<file path="src/dma_ctx_pkg.sv">
package dma_ctx_pkg;
   // Register byte addresses
   localparam logic [11:0] ADDR_AREQ_PTR   = 12'h19C;
   localparam logic [11:0] ADDR_ARSP_PTR   = 12'h1AC;
   localparam logic [11:0] ADDR_ARRQ_PTR   = 12'h1CC;
   localparam logic [11:0] ADDR_ARRS_PTR   = 12'h1EC;
   localparam logic [11:0] ADDR_IT_SET     = 12'h200;
   localparam logic [11:0] ADDR_IT_CLR     = 12'h204;
   localparam logic [11:0] ADDR_IT_PTR     = 12'h20C;
   localparam logic [11:0] ADDR_IT_EVENT   = 12'h208;
   // Control register fields
   localparam int CYC_EN_BIT   = 31;
   localparam int CYC_HI       = 30;
   localparam int CYC_LO       = 16;
   localparam int RUN_BIT      = 15;
   localparam int WAKE_BIT     = 12;
   localparam int DEAD_BIT     = 11;
   localparam int ACTIVE_BIT   = 10;
   localparam int SPEED_HI     = 7;
   localparam int SPEED_LO     = 5;
   localparam int EVT_HI       = 4;
   // Bits software may set or clear
   localparam logic [31:0] SW_MASK = 32'hFFFF_9000;
   localparam logic [31:0] CTRL_RESET = 32'h0000_0000;
   localparam logic [31:0] PTR_RESET  = 32'h0000_0000;
   // Completion codes
   localparam logic [4:0] EVT_ACK_COMPLETE = 5'h11;
   localparam logic [4:0] EVT_DESC_READ    = 5'h06;
   localparam logic [4:0] EVT_DATA_READ    = 5'h07;
   localparam logic [4:0] EVT_UNKNOWN      = 5'h0E;
   localparam logic [1:0] BUF_DEPTH = 2'h2;
   typedef enum logic [4:0]
   {
      ST_IDLE  = 5'b00001,
      ST_FETCH = 5'b00010,
      ST_WAITC = 5'b00100,
      ST_XMIT  = 5'b01000,
      ST_HALT  = 5'b10000
   } it_state_t;
endpackage

</file>
<file path="src/dma_context_pointer_and_iso_tx_control.sv">
// The implementer's own choice: the APB register port.
`timescale 1ns/1ps
// Functional notes
// - Setting run makes the engine fetch from the context's command pointer.
// - Pointer bits 31-4 hold descriptor address; low four address bits zero.
// - Pointer bits 3-0 give descriptor count; zero means address invalid.
// - Pointer is software read/write and updated by the engine; software writes are ignored while active bit 10 is set.
// - With cycle match on, first packet goes in the matching cycle.
// - Start cycle field bits 30-16: two seconds bits plus 13-bit cycle.
// - Context enabled only when cycle start count equals start cycle.
// - Run bit set/cleared by software; hardware changes it only on reset.
// - Resume bit 12 set by software, cleared on every descriptor fetch.
// - Fatal-halt bit 11 set on fatal error, cleared when run clears.
// - Active bit 10 is high while descriptors are being processed.
// - Reserved bits 14-13 and 9-8 read as zero.
// - Speed code bits 7-5 carry no meaning for transmit; read as zero.
// - Completion code bits 4-0 written after the last output command.
// - Set register at 200h, clear register at 204h for context 0.
module dma_context_pointer_and_iso_tx_control
   import dma_ctx_pkg::*;
(
   input  wire logic        clk,
   input  wire logic        sys_rst,
   input  wire logic        softRst,
   input  wire logic        psel,
   input  wire logic        penable,
   input  wire logic        pwrite,
   input  wire logic [11:0] paddr,
   input  wire logic [31:0] pwdata,
   output logic [31:0]      prdata,
   output logic             pready,
   output logic             pslverr,
   output logic             fetchReq,
   output logic [31:0]      fetchAddr,
   input  wire logic        fetchAck,
   input  wire logic        fetchErr,
   input  wire logic [31:0] fetchData,
   input  wire logic        fetchLast,
   input  wire logic        cycleStartSeen,
   input  wire logic [14:0] cycleStartValue,
   output logic             pktValid,
   output logic [31:0]      pktData,
   input  wire logic        pktReady,
   input  wire logic        xmitDone,
   input  wire logic        xmitDataErr
);

   logic [31:0] ptrAreq;
   logic [31:0] ptrArsp;
   logic [31:0] ptrArrq;
   logic [31:0] ptrArrs;
   logic [31:0] ptrIt;
   logic [31:0] ctrl;
   it_state_t   state;
   logic [3:0]  descLeft;
   logic [31:0] bufData [2];
   logic        bufWr;
   logic        bufRd;
   logic [1:0]  bufCnt;
   logic        wrPtr;
   logic        rdPtr;
   logic        acc;
   logic        wr;
   logic        runPrev;
   logic        runRise;
   logic        fetchDone;
   logic        rstAny;

   function automatic logic isAddr(input logic [11:0] a, input logic [11:0] r);
      return a == r;
   endfunction

   assign acc     = psel & penable;
   assign wr      = acc & pwrite;
   assign pready  = 1'b1;
   assign rstAny  = softRst;
   assign runRise = ctrl[RUN_BIT] & ~runPrev;
   assign fetchDone = fetchReq & fetchAck;

   // Unmapped address answers with an error
   always_comb
   begin
      pslverr = 1'b0;
      if (acc && !(isAddr(paddr, ADDR_AREQ_PTR) || isAddr(paddr, ADDR_ARSP_PTR)
          || isAddr(paddr, ADDR_ARRQ_PTR) || isAddr(paddr, ADDR_ARRS_PTR)
          || isAddr(paddr, ADDR_IT_SET) || isAddr(paddr, ADDR_IT_CLR)
          || isAddr(paddr, ADDR_IT_PTR)))
      begin
         pslverr = 1'b1;
      end
   end

   // Read data; reserved and speed bits forced to zero
   always_comb
   begin
      prdata = 32'h0000_0000;
      if (isAddr(paddr, ADDR_AREQ_PTR))
      begin
         prdata = ptrAreq;
      end
      else if (isAddr(paddr, ADDR_ARSP_PTR))
      begin
         prdata = ptrArsp;
      end
      else if (isAddr(paddr, ADDR_ARRQ_PTR))
      begin
         prdata = ptrArrq;
      end
      else if (isAddr(paddr, ADDR_ARRS_PTR))
      begin
         prdata = ptrArrs;
      end
      else if (isAddr(paddr, ADDR_IT_PTR))
      begin
         prdata = ptrIt;
      end
      else if (isAddr(paddr, ADDR_IT_SET) || isAddr(paddr, ADDR_IT_CLR))
      begin
         prdata = ctrl & 32'hFFFF_9C1F;
      end
   end

   // Asynchronous context pointers
   always_ff @(posedge clk or posedge sys_rst)
   begin
      if (sys_rst)
      begin
         ptrAreq <= PTR_RESET;
         ptrArsp <= PTR_RESET;
         ptrArrq <= PTR_RESET;
         ptrArrs <= PTR_RESET;
      end
      else if (rstAny)
      begin
         ptrAreq <= PTR_RESET;
         ptrArsp <= PTR_RESET;
         ptrArrq <= PTR_RESET;
         ptrArrs <= PTR_RESET;
      end
      else if (wr)
      begin
         if (isAddr(paddr, ADDR_AREQ_PTR))
         begin
            ptrAreq <= pwdata;
         end
         if (isAddr(paddr, ADDR_ARSP_PTR))
         begin
            ptrArsp <= pwdata;
         end
         if (isAddr(paddr, ADDR_ARRQ_PTR))
         begin
            ptrArrq <= pwdata;
         end
         if (isAddr(paddr, ADDR_ARRS_PTR))
         begin
            ptrArrs <= pwdata;
         end
      end
   end

   // Transmit context pointer: software write, engine advance
   always_ff @(posedge clk or posedge sys_rst)
   begin
      if (sys_rst)
      begin
         ptrIt <= PTR_RESET;
      end
      else if (rstAny)
      begin
         ptrIt <= PTR_RESET;
      end
      else if (wr && isAddr(paddr, ADDR_IT_PTR) && !ctrl[ACTIVE_BIT])
      begin
         ptrIt <= pwdata;
      end
      else if (fetchDone && !fetchErr && fetchLast)
      begin
         ptrIt <= fetchData;
      end
   end

   // Run edge detect
   always_ff @(posedge clk or posedge sys_rst)
   begin
      if (sys_rst)
      begin
         runPrev <= 1'b0;
      end
      else
      begin
         runPrev <= ctrl[RUN_BIT];
      end
   end

   // Control register: software set/clear plus engine updates
   always_ff @(posedge clk or posedge sys_rst)
   begin
      if (sys_rst)
      begin
         ctrl <= CTRL_RESET;
      end
      else if (rstAny)
      begin
         ctrl <= CTRL_RESET;
      end
      else
      begin
         if (wr && isAddr(paddr, ADDR_IT_SET))
         begin
            ctrl <= ctrl | (pwdata & SW_MASK);
         end
         else if (wr && isAddr(paddr, ADDR_IT_CLR))
         begin
            ctrl <= ctrl & ~(pwdata & SW_MASK);
            if (pwdata[RUN_BIT])
            begin
               ctrl[DEAD_BIT] <= 1'b0;
            end
         end
         // Engine updates win over software writes
         if (state == ST_FETCH && fetchDone)
         begin
            ctrl[WAKE_BIT] <= 1'b0;
         end
         ctrl[ACTIVE_BIT] <= (state == ST_FETCH) || (state == ST_WAITC)
                             || (state == ST_XMIT);
         if (state == ST_FETCH && fetchDone && fetchErr)
         begin
            ctrl[DEAD_BIT] <= 1'b1;
            ctrl[EVT_HI:0] <= EVT_DESC_READ;
         end
         else if (state == ST_XMIT && xmitDataErr)
         begin
            ctrl[DEAD_BIT] <= 1'b1;
            ctrl[EVT_HI:0] <= EVT_DATA_READ;
         end
         else if (state == ST_XMIT && xmitDone && bufCnt == 2'h0)
         begin
            ctrl[EVT_HI:0] <= EVT_ACK_COMPLETE;
         end
         if (state == ST_WAITC && cycleStartSeen
             && cycleStartValue == ctrl[CYC_HI:CYC_LO])
         begin
            ctrl[CYC_EN_BIT] <= 1'b0;
         end
         ctrl[SPEED_HI:SPEED_LO] <= 3'h0;
      end
   end

   // Descriptor engine
   always_ff @(posedge clk or posedge sys_rst)
   begin
      if (sys_rst)
      begin
         state    <= ST_IDLE;
         descLeft <= 4'h0;
      end
      else if (rstAny || !ctrl[RUN_BIT])
      begin
         state    <= ST_IDLE;
         descLeft <= 4'h0;
      end
      else
      begin
         case (state)
            ST_IDLE:
            begin
               if (runRise || ctrl[WAKE_BIT])
               begin
                  if (ptrIt[3:0] != 4'h0)
                  begin
                     descLeft <= ptrIt[3:0];
                     state    <= ST_FETCH;
                  end
               end
            end
            ST_FETCH:
            begin
               if (fetchDone)
               begin
                  if (fetchErr)
                  begin
                     state <= ST_HALT;
                  end
                  else if (fetchLast)
                  begin
                     state <= ctrl[CYC_EN_BIT] ? ST_WAITC : ST_XMIT;
                  end
                  else
                  begin
                     descLeft <= 4'(descLeft - 4'h1);
                  end
               end
            end
            ST_WAITC:
            begin
               if (cycleStartSeen
                   && cycleStartValue == ctrl[CYC_HI:CYC_LO])
               begin
                  state <= ST_XMIT;
               end
            end
            ST_XMIT:
            begin
               if (xmitDataErr)
               begin
                  state <= ST_HALT;
               end
               else if (xmitDone && bufCnt == 2'h0)
               begin
                  // Next pointer was loaded at the last fetch
                  if (ptrIt[3:0] != 4'h0)
                  begin
                     descLeft <= ptrIt[3:0];
                     state    <= ST_FETCH;
                  end
                  else
                  begin
                     state <= ST_IDLE;
                  end
               end
            end
            ST_HALT:
            begin
               state <= ST_HALT;
            end
            default:
            begin
               state <= ST_IDLE;
            end
         endcase
      end
   end

   // Descriptor fetch request from the pointer address
   assign fetchReq  = (state == ST_FETCH) && (bufCnt != BUF_DEPTH);
   assign fetchAddr = {ptrIt[31:4], 4'h0}
                      + {24'h0, 4'(ptrIt[3:0] - descLeft), 4'h0};

   // Two-entry buffer toward the link
   assign bufWr   = fetchDone && !fetchErr;
   assign bufRd   = pktValid && pktReady;
   assign pktValid = (bufCnt != 2'h0) && (state == ST_XMIT);
   assign pktData  = bufData[rdPtr];

   always_ff @(posedge clk or posedge sys_rst)
   begin
      if (sys_rst)
      begin
         bufCnt <= 2'h0;
         wrPtr  <= 1'b0;
         rdPtr  <= 1'b0;
      end
      else if (rstAny || state == ST_IDLE)
      begin
         bufCnt <= 2'h0;
         wrPtr  <= 1'b0;
         rdPtr  <= 1'b0;
      end
      else
      begin
         if (bufWr)
         begin
            wrPtr <= ~wrPtr;
         end
         if (bufRd)
         begin
            rdPtr <= ~rdPtr;
         end
         bufCnt <= 2'(bufCnt + {1'b0, bufWr} - {1'b0, bufRd});
      end
   end

   always_ff @(posedge clk)
   begin
      if (bufWr)
      begin
         bufData[wrPtr] <= fetchData;
      end
   end

endmodule // dma_context_pointer_and_iso_tx_control

</file>
<file path="config.mk">
export PLATFORM = sky130hd
export DESIGN_NAME = dma_context_pointer_and_iso_tx_control
export DESIGN_NICKNAME = d
export VERILOG_FILES = /design/src/dma_ctx_pkg.sv /design/src/dma_context_pointer_and_iso_tx_control.sv
export SDC_FILE = /design/constraint.sdc
export NUM_CORES = 1
export LEC_CHECK = 0
export CORE_MARGIN = 1.5
export CORE_UTILIZATION = 30
export DETAILED_ROUTE_END_ITERATION = 8
export DONT_BUFFER_PORTS = 1
export GPL_TIMING_DRIVEN = 0
export PLACE_DENSITY = 0.46
export SLEW_MARGIN = 20
export SYNTH_ARGS = -nofsm -noshare
export SYNTH_HDL_FRONTEND = slang
export SYNTH_SLANG_ARGS = --single-unit
export TNS_END_PERCENT = 5
</file>
<file path="constraint.sdc">
create_clock -name clk -period 8.7 [get_ports clk]
set_input_delay 1.74 -clock clk [delete_from_list [all_inputs] [get_ports clk]]
set_output_delay 1.74 -clock clk [all_outputs]
set_load 0.005 [all_outputs]
</file>
* Word level (Yosys, flattened, before mapping) *
Memory sizes are Yosys's and may differ from the RTL's.
Index checks and enable logic that the tools add are counted.
W data, S select, Z words.

word-level totals
  RAM bits = 64
  memories = 1
  logic and storage cells = 176
  output and inout bits = 100
  register bits after elaboration = 206

cells by class
  reductions and logical operators = 58
  muxes and demuxes = 61
  eq/ne operators = 24
  bitwise gates (word level) = 10
  add/subtract/negate cells = 5

memories
  name     depth  width  rd ports  clocked after Yosys merged registers in  wr ports  RTL line                                      source
  bufData  2      32     1         0                                        1         dma_context_pointer_and_iso_tx_control.sv:56  logic [31:0] bufData [2];

operators with widths
  cell                    number
  $mux W32                24
  $mux W5                 12
  $eq A12 B9 Y1 const B   4
  $eq A12 B10 Y1 const B  3
  $mux W4                 9
  $add A32 B8 Y32         1
  $and A32 B32 Y32        1
  $not A32 Y32            1
  $or A32 B32 Y32         1
  $pmux W5 S5             1
  $logic_and A1 B1 Y1     19
  $reduce_bool A2 Y1      8
  $reduce_bool A4 Y1      4
  $eq A15 B15 Y1          1
  $logic_or A1 B1 Y1      12
  $mux W1                 12
  $ne A3 B2 Y1 const B    4
  $pmux W4 S3             1
  $reduce_and A2 Y1       4
  $reduce_and A7 Y1       1
  $ne A3 B1 Y1 const B    2
  $ne A3 B3 Y1 const B    2
  $reduce_and A6 Y1       1
  $reduce_bool A3 Y1      2
  19 further kinds        28

* Depth between registers and ports, before layout *
  word-level depth = 10
  depth in mapped cells = 12
  depth with buffers taken out = 12

* Worst setup path before layout *
OpenSTA, ideal clock, no wires.

  path type = input port to flip-flop
  start = input fetchErr
  end = memory bufData[0][0] (enable)
  arrival = 5,088 ps
  setup slack = 3,111 ps
  stages on the path = 2
  setup time = 501 ps
  path through = clkbuf_1 -> nor4_1

on the way
  word-level cells in the longest chain between the ends = 4

RTL lines
  item                           RTL line                                       source
  start, declared                dma_context_pointer_and_iso_tx_control.sv:36   input wire logic fetchErr,
  $logic_not A1 Y1               dma_context_pointer_and_iso_tx_control.sv:341  assign bufWr = fetchDone && !fetchErr;
  $logic_and A1 B1 Y1            dma_context_pointer_and_iso_tx_control.sv:341
  $mux W1                        dma_context_pointer_and_iso_tx_control.sv:376  if (bufWr)
  $mux W1 (implied by the code)  dma_context_pointer_and_iso_tx_control.sv:378  bufData[wrPtr] <= fetchData;
  end, declared                  dma_context_pointer_and_iso_tx_control.sv:56

Every way passes these cells.

* Final worst setup path *
  start = register ptrIt[0]
  end = output fetchAddr[31]

on the way
  word-level cells in the longest chain between the ends = 2

RTL lines
  item                    RTL line                                       source
  start, declared         dma_context_pointer_and_iso_tx_control.sv:52   logic [31:0] ptrIt;
  start signal, assigned  dma_context_pointer_and_iso_tx_control.sv:174  ptrIt <= pwdata;
  start signal, assigned  dma_context_pointer_and_iso_tx_control.sv:178  ptrIt <= fetchData;
  $sub A4 B4 Y4           dma_context_pointer_and_iso_tx_control.sv:338  + {24'h0, 4'(ptrIt[3:0] - descLeft), 4'h0};
  $add A32 B8 Y32         dma_context_pointer_and_iso_tx_control.sv:338
  end, declared           dma_context_pointer_and_iso_tx_control.sv:34   output logic [31:0] fetchAddr,

Every way passes these cells.

==> impl_summary.md <==
Routing
The number of nets still failing antenna checks after routing is 0. After detailed routing, the number of vias per cell comes to 5.311. The via total after detailed routing is 10670. The number of search-and-repair iterations in the first detailed-routing pass is 5.

The detailed-route wire length per cell is 23.87 um. The post-detailed-routing wire length is 47950 um. The detailed router finished its first iteration with 930 violations.

The DRC violation count after routing is 0.

Cells and area
The final design instance area without fill is 0.01510 sq mm. The area added between synthesis and finish is 14.05%. In the final design database the tool counted 1517 nets. Leaving out filler cells and counting taps, the final layout contains 2009. The number of filler cells placed in the layout is 4474. The share of layout cells above drive strength 1 is 10.82%.

Floorplanning
The die outline height is 213.1 um. The floorplan step defined a core boundary enclosing around 0.043 sq mm. The die covers 0.04542 sq mm. From left edge to right edge, the die measures roughly 210 um. After floorplanning, the core was divided into 76 placement rows. Pin placement for this block handled 204 I/O pins. For this configuration, the core starts out at a cell density of between 30% and 40%.

Pwr
The internal portion of the total power is ~2.1 mW. The analysis attributes to net switching a power of 0.6455 mW. Power spread over the standard cell area amounts to 178.7 mW/mm^2. The standby leakage power is 6.044 nW.

Per report_power, the clock group accounts for 47.3% of the total. The fraction of power spent switching nets is 23.91%. The relative contribution of sequential cells to total power is 47.8%. Per report_power, the combinational group accounts for 4.9% of the total. The worst-case IR drop observed on VDD is 132.2 uV.

Worst setup path
STA classifies the critical path startpoint as a flop. The cell with the biggest individual delay on the critical path is nor3_1. The highest fanout seen on the critical path is 5. The internal reg-to-reg setup slack is 5.83 ns. The required time of the critical path is roughly 7 ns. The critical path goes through inv_1, ha_1, inv_1, fa_1, xor2_1, ha_1, a21oi_1, a21boi_0, o21ai_1, nor3_1, nand3_1, xnor2_1. Data arrives at the worst endpoint at ~4.3 ns. The worst setup path is captured at a primary output.

The maximum cell stage delay along the critical path is 0.64 ns. The critical path class is flop to primary output.

Timing
Across the routed clock network, the largest skew measured is 0.01890 ns. The slew at the pin closest to its max-slew limit is ~1.0 ns. Derived from the worst setup path, the maximum achievable clock frequency is 0.1665 GHz.

Setup repair after global routing left no endpoint under its margin. The final sum of negative setup slack is 0 ns. The ratio of final minimum period to clock period is between 60% and 70%. The final setup slack of the worst path is 2.693 ns.

The hold violation count in the final report came to 0. The number of pins with negative max-slew slack in the final report is 0. The count of final setup violators is 0.

The clock period minus worst slack is 6.007 ns. The remaining max-slew budget at the tightest pin is 32.78%.

Yosys
Of the synthesized area, sequential elements account for between 50% and 60%. For this run, asynchronously set or reset flops after synthesis account for 75.48%. In this run the mean area of a mapped cell was 9.767 sq um.

The register bit count reported by yosys is 261. The cell area after technology mapping is 0.01324 sq mm. Synthesis produced roughly 1400 cells. For this run, the leading register cell type out of synthesis is dfrtp_1.

Yosys attributes the largest share of cell area to dfrtp_1 37%, edfxtp_1 15%, nand2_1 8.8%, a21oi_1 6.8%, mux2i_1 5.2%. In this run, distinct cell masters in the synthesized netlist total 68. In this run, synthesis inferred 64 flip-flops with an integrated enable. Of the post-synthesis cell area, the dominant cell type holds 37.03%. During synthesis, Yosys emitted a total of 0 warnings. The cell taking the most area after synthesis is dfrtp_1.

Clock tree
The number of resized instances in the post-cts repair step is 0. The maximum count of clock buffers along a single path is 3. The TritonCTS clock tree is yes. Counting every sink on the clock net gives 261.

The clock input transition at the sequential cells of the worst setup and hold paths is 0.06 ns. Buffers inserted to repair hold after CTS numbered 0. In this run the post-CTS setup repair buffer count came out at 0. Counting the buffers created by CTS gives 31. The tree is rooted in a clkbuf_16. The number of levels in the clock H-tree is 1. The clock insertion delay at the later pin of the skew report is 0.57 ns.

Placement
The number of buffers added on ports is 0. The post-placement setup slack is 2.917 ns. The global placer's final weighted congestion is 0.8471. The placed cell count is 1952. The post-detailed-placement cell area is 0.01411 sq mm.

Detailed placement ended at an HPWL of 36400 um.

Global route
The number of antenna violations at the first check in global routing is 1. Entering global routing, the biggest net connects 94 pins. The total overflow left after global routing is 0. The via count of the first global-routing pass is 10390.

The first global-routing pass estimated 70570 um of wire. Global routing used 21.07% of the available tracks across all layers.

Run
The max-capacitance violation count is 0.

Min path
In this run the worst hold path is classified as flop to flop.

Outcome
The run finished with clean final reports.
-- sequential cells by signal, indices dropped and copies added, names as in the netlist, 2 cells and up --
name,flops
state,5
bufData,64
ctrl,23
ptrArrs,32
bufCnt,2
ptrIt,32
ptrAreq,32
ptrArrq,32
ptrArsp,32
descLeft,4
-- kinds of logic (layout without fill, tap and decap cells) --
family                   after synthesis  in the layout  synth area share [%]
AND/OR/NAND/NOR                      465            465                 15.45
AO/OA/AOI/OAI                        348            348                 16.39
flip-flops                           261            261                 51.74
buffers and inverters                118            182                 3.892
multiplexers                         102            102                 8.021
XOR/XNOR                              47             47                 3.108
adder cells (fa/ha/maj)               13             13                 1.342
other                                  2              6               0.05671
-- final cells by class --
cell class / instances / area (sq um) / area share [%]
Sequential cell: 261 / 6853 / 45.37
Multi-Input combinational cell: 980 / 5894 / 39.02
Clock buffer: 41 / 895.9 / 5.931
Tap cell: 585 / 732.0 / 4.846
Buffer: 102 / 455.4 / 3.015
Timing Repair Buffer: 8 / 110.1 / 0.7290
Clock inverter: 15 / 93.84 / 0.6213
Inverter: 16 / 67.56 / 0.4473
Antenna cell: 1 / 2.502 / 0.01657
-- power groups by stage --
| stage | clock, mW | combinational, mW | sequential [mW] |
|---|---|---|---|
| after floorplan | 0 | 0.0913 | 1.30 |
| after global placement | 0 | 0.131 | 1.31 |
| after detailed placement | 0 | 0.136 | 1.31 |
| after CTS | 1.31 | 0.136 | 1.29 |
| after global routing | 1.35 | 0.147 | 1.29 |
| final | 1.28 | 0.132 | 1.29 |
-- worst max-delay path, delay by kind of cell (launching register included) --
family / cells / cell delay (ns)
compound gates: 3 / 0.86
xor+xnor: 2 / 0.53
fa+ha+maj: 3 / 0.84
buf+inv: 2 / 0.16
flops: 1 / 0.44
simple gates: 2 / 0.88
-- cell usage in the layout, fill, tap and decap left out, types with 4 or more instances in the layout --
cell         n
nand2_1    309
dfrtp_1    196
a21oi_1    181
mux2i_1     69
edfxtp_1    64
nor2_1      62
clkbuf_1    56
buf_2       41
xnor2_1     36
o31ai_1     33
clkbuf_16   33
mux2_2      32
o21ai_0     31
a22oi_1     24
o221ai_1    20
a311oi_1    18
nor3_1      16
inv_1       15
nand3_1     14
and3_1      11
xor2_1      11
ha_1        11
nand4_1     10
clkinv_2     9
buf_4        8
a221o_1      8
buf_1        6
o21ai_1      5
nand2b_1     5
nor3_2       5
conb_1       5
clkinv_1     5
a21o_1       4
clkbuf_8     4
-- Yosys cell counts, drive strengths merged, types with 6 or more instances --
| master | n |
|---|---|
| a21oi | 181 |
| a221o | 8 |
| a22oi | 24 |
| a311oi | 18 |
| and3 | 11 |
| buf | 50 |
| clkbuf | 52 |
| dfrtp | 196 |
| edfxtp | 64 |
| ha | 11 |
| inv | 16 |
| mux2 | 33 |
| mux2i | 69 |
| nand2 | 309 |
| nand2b | 6 |
| nand3 | 16 |
| nand4 | 10 |
| nor2 | 64 |
| nor3 | 21 |
| nor4 | 7 |
| o21ai | 36 |
| o221ai | 20 |
| o31ai | 33 |
| xnor2 | 36 |
| xor2 | 11 |
-- through the flow --
stage                     hold slack (ns)  total power [mW]  utilization [%]
after CTS                          0.4952             2.735            34.83
after detailed placement           0.4774             1.448            32.55
after global placement             0.4611             1.444            32.26
after global routing               0.5208             2.792            34.83
after floorplan                    0.4084             1.394                -
final                              0.5035             2.699            34.83
-- routing by layer --
metal  track usage (%)  wire length (um)  share of wire (%)
met1             28.28             20740                 43
met2             34.16             22480                 47
met3             4.589              3578                7.5
met4             5.747              1146                2.4
met5                 0                 0                  0
-- path summary, 6_finish.rpt --
check / start / to / depth (start not counted)
hold / removal: ctrl[15] / runPrev / 0
setup / recovery: ptrIt[0] / fetchAddr[31] / 12
max in group asynchronous: sys_rst / ptrArrq[29] / 3
setup reg to reg: state[3] / bufData[0][7] / 8
hold reg to reg: ctrl[15] / runPrev / 0
min in group asynchronous: sys_rst / ptrArsp[6] / 1
Power figures use the tool's default switching activity.
